`src/include/ovfr_pkg.sv`:
```
package ovfr_pkg;
   // response byte layout
   localparam int          OVFR_MODE_HI   = 7;
   localparam int          OVFR_MODE_LO   = 6;
   localparam int          OVFR_RETRY_HI  = 5;
   localparam int          OVFR_RETRY_LO  = 3;
   localparam int          OVFR_DLY_HI    = 2;
   localparam int          OVFR_DLY_LO    = 0;
   localparam logic [7:0]  OVFR_CMD_CODE  = 8'h41;
   localparam logic [7:0]  OVFR_RESET_VAL = 8'hB8;
   localparam logic [7:0]  OVFR_LATCH_VAL = 8'h80;
   localparam logic [7:0]  OVFR_RETRY_VAL = 8'hB8;
   localparam logic [4:0]  OVFR_DGL_LATCH = 5'h08;   // 0x4n upper bits
   localparam logic [4:0]  OVFR_DGL_RETRY = 5'h0F;   // 0x78+n upper bits
   localparam logic [1:0]  OVFR_MODE_PULL = 2'h0;
   localparam logic [1:0]  OVFR_MODE_DGL  = 2'h1;
   localparam logic [1:0]  OVFR_MODE_OFF  = 2'h2;
   localparam logic [2:0]  OVFR_RETRY_ON  = 3'h7;
   // timing
   localparam int          OVFR_CLK_HZ    = 50_000_000;
   localparam int          OVFR_UNIT_NS   = 10_000;     // 10 us per delay unit
   localparam int          OVFR_UNIT_CYC  = OVFR_UNIT_NS / 20;
   localparam int          OVFR_RETRY_MS  = 350;
   localparam int          OVFR_RETRY_MIN_MS = 120;
   localparam longint      OVFR_RETRY_CYC =
      longint'(OVFR_RETRY_MS) * longint'(OVFR_CLK_HZ) / 1000;
   // retry interval counts in delay units (10 us)
   localparam logic [23:0] OVFR_RETRY_UNITS = 24'h0088B8; // 350 ms
endpackage

```
`src/verilog/ovfr_timer.sv`:
```
`timescale 1ns/1ns
// counts whole delay units while armed; restarts when disarmed
module ovfr_timer
   import ovfr_pkg::*;
#(
   parameter int UNIT_CYC = OVFR_UNIT_CYC,
   parameter int W        = 24
) (
   input  wire logic         i_clk,
   input  wire logic         i_rst,
   input  wire logic         i_run,
   output logic [W-1:0]      o_units
);
   typedef struct packed {
      logic [15:0]  pre;
      logic [W-1:0] units;
   } ovfr_tmr_type;

   ovfr_tmr_type st_q, st_d;

   // prescale to units; saturate so a stuck fault cannot wrap
   always_comb begin
      st_d = st_q;
      if (!i_run) begin
         st_d = '0;
      end else if (st_q.pre == 16'(UNIT_CYC - 1)) begin
         st_d.pre = '0;
         if (st_q.units != {W{1'b1}}) begin
            st_d.units = st_q.units + 1'b1;
         end
      end else begin
         st_d.pre = st_q.pre + 16'h0001;
      end
   end

   always_ff @(posedge i_clk) begin
      if (i_rst) begin
         st_q <= '0;
      end else begin
         st_q <= st_d;
      end
   end

   assign o_units = st_q.units;
endmodule

```
`src/verilog/ovfr_core.sv`:
```
`timescale 1ns/1ns
// Operation
// - fault sets summary bit, wide summary voltage bit and overvoltage flag
// - every detected fault drives the alert output; here only overvoltage does, not a logic fault
// - 0x80 disables output, no retry, off until fault cleared
// - 0xB8 disables output and retries until run off or bias loss
// - 0x4n deglitched latch-off, released by off/on, reset or supply loss
// - 0x78+n deglitched shutdown with continuous retry
// - deglitched forms act after n times 10 us of persisting overvoltage
// - unrecognised bytes raise logic fault; stored value stays
// - mode 00 only pulls down while output exceeds the limit
// - delayed code waits bits 2:0 then applies the retry field
// - code 10 disables output at once then follows retry field
// - retry 000-110 stays off until commanded off, reset or bias loss; clear faults frees only 0x80
// - retry 111 restarts at the retry-delay interval
// - delay field counts 10 us units
// - fault bit held until clear faults, run off/on, or bias cycle; the reset command also clears it here
// - response byte per channel at code 0x41, default 0xB8
// - retry interval starts at shutdown; at least 120 ms
module ovfr_core
   import ovfr_pkg::*;
#(
   parameter logic [23:0] RETRY_UNITS = OVFR_RETRY_UNITS,
   parameter int          UNIT_CYC    = OVFR_UNIT_CYC
) (
   input  wire logic       i_clk,
   input  wire logic       i_rst,
   input  wire logic       i_wr,
   input  wire logic [7:0] i_cmd,
   input  wire logic [7:0] i_wdata,
   input  wire logic       i_clear_faults,
   input  wire logic       i_reset_cmd,
   input  wire logic       i_op_on,
   input  wire logic       i_run_pin,
   input  wire logic       i_ov_pin,
   output logic [7:0]      o_action,
   output logic            o_summary_bit,
   output logic            o_word_vout_bit,
   output logic            o_ov_flag,
   output logic            o_logic_fault,
   output logic            o_alert_n,
   output logic            o_out_en,
   output logic            o_pull_down
);
   typedef enum {S_RUN, S_WAIT, S_OFF, S_RETRY} ovfr_st_type;

   typedef struct packed {
      logic [7:0]  action;
      logic [2:0]  ov_sync;
      logic [2:0]  run_sync;
      logic        ov;
      logic        run;
      logic        summ;
      logic        wvout;
      logic        flag;
      logic        cml;
      logic        alert_n;
      logic        en;
      logic        pd;
      ovfr_st_type st;
   } ovfr_core_type;

   ovfr_core_type s_q, s_d;

   logic [23:0] dgl_units;
   logic [23:0] rty_units;
   logic        dgl_run;
   logic        rty_run;
   logic        valid_wr;
   logic        on_now;
   logic        off_on;
   logic        ov_rise;
   logic        retry_on;
   logic [1:0]  mode;

   // deglitch timer, reset whenever overvoltage drops
   ovfr_timer #(.UNIT_CYC(UNIT_CYC), .W(24)) u_dgl (
      .i_clk   (i_clk),
      .i_rst   (i_rst),
      .i_run   (dgl_run),
      .o_units (dgl_units)
   );

   // retry interval timer, counts from the shutdown on
   ovfr_timer #(.UNIT_CYC(UNIT_CYC), .W(24)) u_rty (
      .i_clk   (i_clk),
      .i_rst   (i_rst),
      .i_run   (rty_run),
      .o_units (rty_units)
   );

   // recognised byte set decode
   always_comb begin
      valid_wr = (i_wdata == OVFR_LATCH_VAL) ||
                 (i_wdata == OVFR_RETRY_VAL) ||
                 (i_wdata[7:3] == OVFR_DGL_LATCH) ||
                 (i_wdata[7:3] == OVFR_DGL_RETRY);
   end

   assign mode     = s_q.action[OVFR_MODE_HI:OVFR_MODE_LO];
   assign retry_on = s_q.action[OVFR_RETRY_HI:OVFR_RETRY_LO]
                     == OVFR_RETRY_ON;
   assign on_now   = s_q.run && i_op_on;
   assign ov_rise  = s_q.ov_sync[1] && s_q.ov_sync[2] && !s_q.ov;
   // a low combined on request while output is off counts as off, then on
   assign off_on   = s_q.en == 1'b0 && !on_now;
   assign dgl_run  = s_q.ov && s_q.st == S_WAIT;
   assign rty_run  = s_q.st == S_RETRY;

   // whole channel state in one step
   always_comb begin
      s_d = s_q;
      s_d.ov_sync  = {s_q.ov_sync[1:0], i_ov_pin};
      s_d.run_sync = {s_q.run_sync[1:0], i_run_pin};
      // a change counts once stages two and three agree
      if (s_q.ov_sync[1] == s_q.ov_sync[2]) begin
         s_d.ov = s_q.ov_sync[2];
      end
      if (s_q.run_sync[1] == s_q.run_sync[2]) begin
         s_d.run = s_q.run_sync[2];
      end
      s_d.cml = 1'b0;
      if (i_wr && i_cmd == OVFR_CMD_CODE) begin
         if (valid_wr) begin
            s_d.action = i_wdata;
         end else begin
            s_d.cml = 1'b1;
         end
      end
      // pull-down follows overvoltage only in mode 00
      s_d.pd = (mode == OVFR_MODE_PULL) && s_q.ov;
      case (s_q.st)
         S_RUN: begin
            s_d.en = on_now;
            // level too, so a restart into a standing fault trips again
            if (on_now && (ov_rise || s_q.ov)) begin
               if (mode == OVFR_MODE_DGL) begin
                  s_d.st = S_WAIT;
               end else if (mode == OVFR_MODE_OFF) begin
                  s_d.en = 1'b0;
                  s_d.st = retry_on ? S_RETRY : S_OFF;
               end
            end
         end
         S_WAIT: begin
            if (!s_q.ov) begin
               s_d.st = S_RUN;
            end else if (dgl_units >=
                  24'(s_q.action[OVFR_DLY_HI:OVFR_DLY_LO])) begin
               s_d.en = 1'b0;
               s_d.st = retry_on ? S_RETRY : S_OFF;
            end
            if (!on_now) begin
               s_d.st = S_RUN;
            end
         end
         S_OFF: begin
            s_d.en = 1'b0;
            // clear frees only the 0x80 form; 0x4n waits for off/on
            if (!on_now || i_reset_cmd ||
                  (i_clear_faults && mode == OVFR_MODE_OFF)) begin
               s_d.st = S_RUN;
            end
         end
         S_RETRY: begin
            s_d.en = 1'b0;
            if (!on_now || i_reset_cmd) begin
               s_d.st = S_RUN;
            end else if (rty_units >= RETRY_UNITS) begin
               s_d.st = S_RUN;
            end
         end
         default: begin
            s_d.st = S_RUN;
         end
      endcase
      // sticky status; a new fault wins over clearing
      if (i_clear_faults || i_reset_cmd || off_on) begin
         s_d.summ  = 1'b0;
         s_d.wvout = 1'b0;
         s_d.flag  = 1'b0;
         s_d.alert_n = 1'b1;
      end
      if (ov_rise) begin
         s_d.summ  = 1'b1;
         s_d.wvout = 1'b1;
         s_d.flag  = 1'b1;
         s_d.alert_n = 1'b0;
      end
   end

   always_ff @(posedge i_clk) begin
      if (i_rst) begin
         s_q        <= '0;
         s_q.action <= OVFR_RESET_VAL;
         s_q.st     <= S_RUN;
         s_q.alert_n <= 1'b1;
      end else begin
         s_q <= s_d;
      end
   end

   // outputs come straight from the state register
   assign o_action        = s_q.action;
   assign o_summary_bit   = s_q.summ;
   assign o_word_vout_bit = s_q.wvout;
   assign o_ov_flag       = s_q.flag;
   assign o_logic_fault   = s_q.cml;
   assign o_alert_n       = s_q.alert_n;
   assign o_out_en        = s_q.en;
   assign o_pull_down     = s_q.pd;

   // bad byte never lands in the register
   bad_write_a: assert property (
      @(posedge i_clk) disable iff (i_rst)
      i_wr && i_cmd == OVFR_CMD_CODE && !valid_wr
      |=> o_logic_fault && $stable(o_action))
      else $error("rejected byte changed the response");

   // good byte lands next cycle
   good_write_a: assert property (
      @(posedge i_clk) disable iff (i_rst)
      i_wr && i_cmd == OVFR_CMD_CODE && valid_wr
      |=> o_action == $past(i_wdata) && !o_logic_fault)
      else $error("accepted byte not stored");

   // every overvoltage fault raises alert and status together
   fault_status_a: assert property (
      @(posedge i_clk) disable iff (i_rst)
      ov_rise |=> !o_alert_n && o_ov_flag && o_summary_bit
      && o_word_vout_bit)
      else $error("fault did not set status");

   alert_flag_a: assert property (
      @(posedge i_clk) disable iff (i_rst)
      o_ov_flag == !o_alert_n)
      else $error("alert and flag disagree");

   // immediate shutdown for code 10
   immed_off_a: assert property (
      @(posedge i_clk) disable iff (i_rst)
      s_q.st == S_RUN && on_now && ov_rise && mode == OVFR_MODE_OFF
      |=> !o_out_en)
      else $error("code 10 did not disable output");

   // mode 00 never shuts the output down
   pull_only_a: assert property (
      @(posedge i_clk) disable iff (i_rst)
      mode == OVFR_MODE_PULL && s_q.st == S_RUN |=> s_q.st != S_OFF
      && s_q.st != S_RETRY)
      else $error("pull-down mode shut down");

   // latched off holds while still commanded on
   latch_hold_a: assert property (
      @(posedge i_clk) disable iff (i_rst)
      s_q.st == S_OFF && on_now && !i_reset_cmd && !i_clear_faults
      |=> s_q.st == S_OFF && !o_out_en)
      else $error("latched off released early");

   // deglitch drops back when overvoltage goes away
   dgl_abort_a: assert property (
      @(posedge i_clk) disable iff (i_rst)
      s_q.st == S_WAIT && !s_q.ov |=> s_q.st == S_RUN)
      else $error("deglitch did not restart");

   // retry leaves only after the interval, an off request or a reset command
   retry_wait_a: assert property (
      @(posedge i_clk) disable iff (i_rst)
      s_q.st == S_RETRY && on_now && !i_reset_cmd
      && rty_units < RETRY_UNITS |=> s_q.st == S_RETRY)
      else $error("retry left early");

   // a standing fault trips again after every restart
   standing_fault_a: assert property (
      @(posedge i_clk) disable iff (i_rst)
      s_q.st == S_RUN && on_now && s_q.ov && mode == OVFR_MODE_OFF
      |=> !o_out_en)
      else $error("standing fault left output on");

   // deglitched latch-off ignores clear faults
   dgl_hold_a: assert property (
      @(posedge i_clk) disable iff (i_rst)
      s_q.st == S_OFF && mode == OVFR_MODE_DGL && on_now && !i_reset_cmd
      |=> s_q.st == S_OFF && !o_out_en)
      else $error("deglitched latch-off released early");

   // output stays on until the deglitch count is reached
   dgl_wait_a: assert property (
      @(posedge i_clk) disable iff (i_rst)
      s_q.st == S_WAIT && o_out_en
      && dgl_units < 24'(s_q.action[OVFR_DLY_HI:OVFR_DLY_LO])
      |=> o_out_en)
      else $error("deglitch shut down early");

   // count at its end with overvoltage still present shuts down
   dgl_fire_a: assert property (
      @(posedge i_clk) disable iff (i_rst)
      s_q.st == S_WAIT && s_q.ov
      && dgl_units >= 24'(s_q.action[OVFR_DLY_HI:OVFR_DLY_LO])
      |=> !o_out_en)
      else $error("deglitch end did not shut down");

   // sticky flag drops only on clear, reset command or off
   status_hold_a: assert property (
      @(posedge i_clk) disable iff (i_rst)
      o_ov_flag && !i_clear_faults && !i_reset_cmd && !off_on
      |=> o_ov_flag)
      else $error("fault flag dropped without a clear");

   // retry ends once the interval has run out
   retry_end_a: assert property (
      @(posedge i_clk) disable iff (i_rst)
      s_q.st == S_RETRY && rty_units >= RETRY_UNITS
      |=> s_q.st == S_RUN)
      else $error("retry did not restart");

   // logic fault only follows a write to this register
   fault_cause_a: assert property (
      @(posedge i_clk) disable iff (i_rst)
      !(i_wr && i_cmd == OVFR_CMD_CODE)
      |=> !o_logic_fault)
      else $error("logic fault without a write");
endmodule

```
`config.mk`:
```
export PLATFORM = sky130hd
export DESIGN_NAME = ovfr_core
export DESIGN_NICKNAME = d
export VERILOG_FILES = /design/src/include/ovfr_pkg.sv /design/src/verilog/ovfr_timer.sv /design/src/verilog/ovfr_core.sv
export SDC_FILE = /design/constraint.sdc
export NUM_CORES = 1
export LEC_CHECK = 0
export ABC_AREA = 1
export BUFFER_PORTS_ARGS = -buffer_cell sky130_fd_sc_hd__buf_2
export CAP_MARGIN = 20
export CORE_ASPECT_RATIO = 0.9
export CORE_MARGIN = 3
export CORE_UTILIZATION = 48
export CTS_CLUSTER_DIAMETER = 100
export DETAILED_ROUTE_END_ITERATION = 16
export PLACE_DENSITY = 0.66
export SYNTH_ARGS = -nofsm -noshare
export SYNTH_HDL_FRONTEND = slang
export SYNTH_HIERARCHICAL = 1
export SYNTH_SLANG_ARGS = --single-unit
```
`constraint.sdc`:
```
create_clock -name i_clk -period 1.6 [get_ports i_clk]
set_input_delay 0.16 -clock i_clk [delete_from_list [all_inputs] [get_ports i_clk]]
set_output_delay 0.16 -clock i_clk [all_outputs]
set_load 0.01 [all_outputs]
```
Word-level counts from Yosys, hierarchy flattened --
Index checks and enable logic that the tools add are counted.
Word-level totals: flip-flop bits (word level) 135, word-level logic and storage cells 109, output and inout bits 15, input port bits 24
Operators by class: equality and inequality tests 26, magnitude comparators 2, $add $sub $neg 4, multiplexer cells 22, reduce and logical (&&, ||, !) cells 34, bitwise operators 4
Operators by type and width (number):
- 2-to-1 mux 32 bit | 9
- one-hot mux 32 bit (4 select lines) | 1
- == test 32 x 2 -> 1 bit, second input constant | 3
- adder 24 x 1 -> 24 bit, second input constant | 2
- != test 24 bit, second input constant | 2
- adder 16 x 1 -> 16 bit, second input constant | 2
- == test 16 x 9 -> 1 bit, second input constant | 2
- == test 32 x 1 -> 1 bit, second input constant | 1
- == test 32 x 3 -> 1 bit, second input constant | 1
- logical NOT 32 bit | 1
- greater-or-equal comparator 24 x 16 -> 1 bit, second input constant | 1
- greater-or-equal comparator 24 x 3 -> 1 bit | 1
- == test 8 bit, second input constant | 2
- == test 5 x 4 -> 1 bit, second input constant | 2
- logical AND 1 bit | 9
- 2-to-1 mux 1 bit | 9
- == test 8 x 7 -> 1 bit, second input constant | 1
- logical OR 1 bit | 8
- != test 2 bit, second input constant | 4
- OR reduction 2 bit | 4
- 2-to-1 mux 3 bit | 2
- != test 3 bit, second input constant | 2
- AND reduction 2 bit | 3
- OR reduction 3 bit | 2
- 13 further kinds | 18

Longest topological paths before layout --
word-level depth 6, mapped depth 14

By module --
Netlist, hierarchy kept.
Modules (own cells, without submodules):
- ovfr_timer | instances 2, cells an instance 394, area an instance 2543.7 sq um
- ovfr_core | instances 1, cells an instance 218, area an instance 1347.5 sq um

Worst setup path after synthesis --
Ideal clock, no wire load.
path type reg2reg, from reg u_dgl.st_q, in the netlist u_dgl/o_units[0], to reg u_dgl.st_q, in the netlist u_dgl/o_units[17], setup slack 0.143 ns, period minus slack after synthesis 1.457 ns, arrival time 1.343 ns, library setup time 0.114 ns, stages on the path, launching flop included 12, path buffers 1, cells stage by stage dfxtp_1 -> ha_1 -> inv_1 -> nor2_1 -> nand2_1 -> nor2_4 -> nand2_4 -> buf_6 -> nand3_2 -> nand2_1 -> nand2_1 -> nor2_2
On the way: word-level cells in the longest chain between the ends 2, elaborated cells on any way between the ends 3, those cells by class 1 x add/sub; 1 x eq/ne; 1 x reduce/logical
RTL lines:
- start: declaration | RTL line ovfr_timer.sv:19 | ovfr_tmr_type st_q, st_d;
- start signal: assignment | RTL line ovfr_timer.sv:40 | st_q <= st_d;
- parallel branches: the longest is 2 deep, another holds adder 24 x 1 -> 24 bit
Several ways; the timed one is not identified. A chain may end at the register's enable or synchronous reset.

Worst setup path after layout --
from reg u_dgl.st_q, in the netlist u_dgl/o_units[0], to reg u_dgl.st_q, in the netlist u_dgl/o_units[22]
The elaborated chain is that of the path after synthesis.

==> summary.txt <==
GRT busiest layer: met2
Initial DRT Pass Iterations: 6
Antenna Nets Post-Route: 0
DR vias: 5,890
gr usage total: 18.6%
Critical Path Max Stage Delay: 0.34 ns
Worst-path clk slew: 0.07 ns
GRT Residual Overflow: 0
Mapped Cells: 1,003
Min Clock Period, post-route: 1.58 ns
YS warnings: 6
placed cells: 1,186
CP Data Arrival Time: 1.83 ns
Max-slew headroom: 77.4%
first-pass GRT wire length: 22,600 um
Die Ht: 116 um
Num Clock Sinks: 103
# nets final: 1,081
CTS buffer count: 9
Setup violations, final: 0
P_leak: 3.03 nW
Crit. End Element: flip-flop
FP Rows: 39
core area: 12,900 sq um
Worst Path Class, Setup: reg2reg
Via-to-Cell Ratio: 4.84
worst skew pair latency: 0.35 ns
Reg2Reg Depth: 11
final wirelength: 13,900 um
met2 GRT Util: 28.9%
Syn Area/Cell: 6.39 sq um
DP Area: 6680 sq um
synthesis-to-finish area growth: 15.5%
worst min path class: in2reg
outcome: completed
IO Port Bufs: 38
IO Count: 39
Final period util: 98.6%
H-tree depth: 3
Worst Path Required: 1.85 ns
non-filler cells in the finished layout: 1,218
CTS tree: done
Die X: 128 um
Net Count, Synth: 1,035
initial antenna violation count: 0
Hold Violations, Final: 0
Buffers & Inverters on Critical Path: 2
r2r setup slk: 0.02 ns
final clock skew: 0.00857 ns
RSZ-0062 raised after global routing: yes
Cell Chain, Critical Path: ha_1 -> inv_2 -> nor2_1 -> nand2_2 -> nor2_4 -> buf_4 -> nand2_4 -> nand3_1 -> nand2_1 -> nand2_1 -> nor2_1
MaxCap Viol Count: 0
Crit path depth: 11
Initial Util: 49.8%
HPWL Detailed: 10,100 um
WL/cell: 11.4 um
Fmax: 634 MHz
critical-path maximum fanout: 6
PD cells: 727 nW/um^2
critical path's top delay family: simple AND/OR/NAND/NOR gates
Die Area: 14,800 sq um
clock buffer depth: 2
Residual DRC: 0
Initial DRC Count: 351
met3 usage: 4.52%
vias in the first global route: 4,990
VDD IR-drop max: 0.541 mV
startpoint type of the worst setup path: flip-flop
share of cells above drive strength 1: 24.0%
Setup TNS: 0 ns
Max Slew Vio Count: 0
Least-Margin Pin Slew: 0.336 ns
GP Congestion: 0.857
CP max-delay cell: dfxtp_2
largest net degree at the start of global routing: 17
hold path depth: 3
clock root buffer: clkbuf_16
Diodes inserted: 0
grt met1 use: 26.0%
mapped cell area: 6410 sq um
final instance area: 7400 sq um
[state kept, by name, indices dropped and copies added (netlist names)]
name           count
o_summary_bit      1
s_q                6
o_out_en           1
o_alert_n          1
o_action           8
u_dgl/o_units     24
s_d                4
u_rty/st_q        16
u_dgl/st_q        16
o_logic_fault      1
o_pull_down        1
u_rty/o_units     24
[layout make-up]
type / count / area, sq um
clock inverter: 5 / 81.3
inverter: 130 / 488
tap: 164 / 205
fill: 1252 / 5480
clock buffer: 11 / 243
sequential: 103 / 2090
timing repair buffer: 97 / 668
multi-input combinational: 708 / 3630
[timing repair]
action	in CTS	in global routing
hold buffers	1	0
gates resized for setup	0	81
hold endpoints to repair	1	0
setup endpoints to repair	0	73
buffers inserted	0	13
[per-layer routing]
metal  wire (um)  part of all wire, %
met1        6810                   49
met3         853                  6.1
met2        6100                   44
met4         144                  1.0
met5           0                    0
[worst paths after layout]
| path | startpoint | end |
|---|---|---|
| min reg2reg | s_d[42] | s_d[43] |
| max | u_dgl/o_units[0] | u_dgl/o_units[22] |
| min | i_run_pin | s_d[42] |
| max reg2reg | u_dgl/o_units[0] | u_dgl/o_units[22] |
[metrics by stage]
step / worst slack (ns) / power (mW) / hold WS, ns / util (%)
4_1_cts: 0.00571 / 5.45 / 0.00965 / 54.5
3_3_place_gp: 0.0537 / 3.05 / 0.365 / 51.9
3_5_place_dp: 0.0238 / 3.05 / 0.372 / 51.9
5_1_grt: -0.0434 / 5.61 / 0.00592 / 57.5
6_report: 0.0221 / 5.38 / 0.0226 / 57.5
2_1_floorplan: 0.143 / 2.93 / 0.267 / -
[where the power goes]
part           switching, mW  internal (mW)
registers             0.0304           2.59
logic                  0.217          0.155
clock network          0.971           1.41
total                   1.22           4.16
[worst reg2reg max path, delay by kind of cell (launching register included)]
| kind | cells | cell delay, ns |
|---|---|---|
| fa+ha+maj | 1 | 0.18 |
| buf+inv | 2 | 0.23 |
| flops | 1 | 0.34 |
| simple gates | 8 | 0.73 |
[placed cells by master, fill, tap and decap left out, types with 9 or more instances in the layout]
| cell | instances |
|---|---|
| nand2_1 | 222 |
| nor2_1 | 185 |
| inv_1 | 114 |
| dfxtp_1 | 83 |
| nand3_1 | 60 |
| buf_4 | 54 |
| a21oi_1 | 53 |
| buf_2 | 38 |
| nor2_2 | 26 |
| nand2_2 | 24 |
| o21ai_0 | 22 |
| nor3_1 | 21 |
| dfxtp_2 | 20 |
| nor2_4 | 17 |
| inv_2 | 16 |
| nand4_1 | 11 |
| nand3_2 | 10 |
| clkbuf_16 | 9 |
Power figures use the tool's default switching activity.
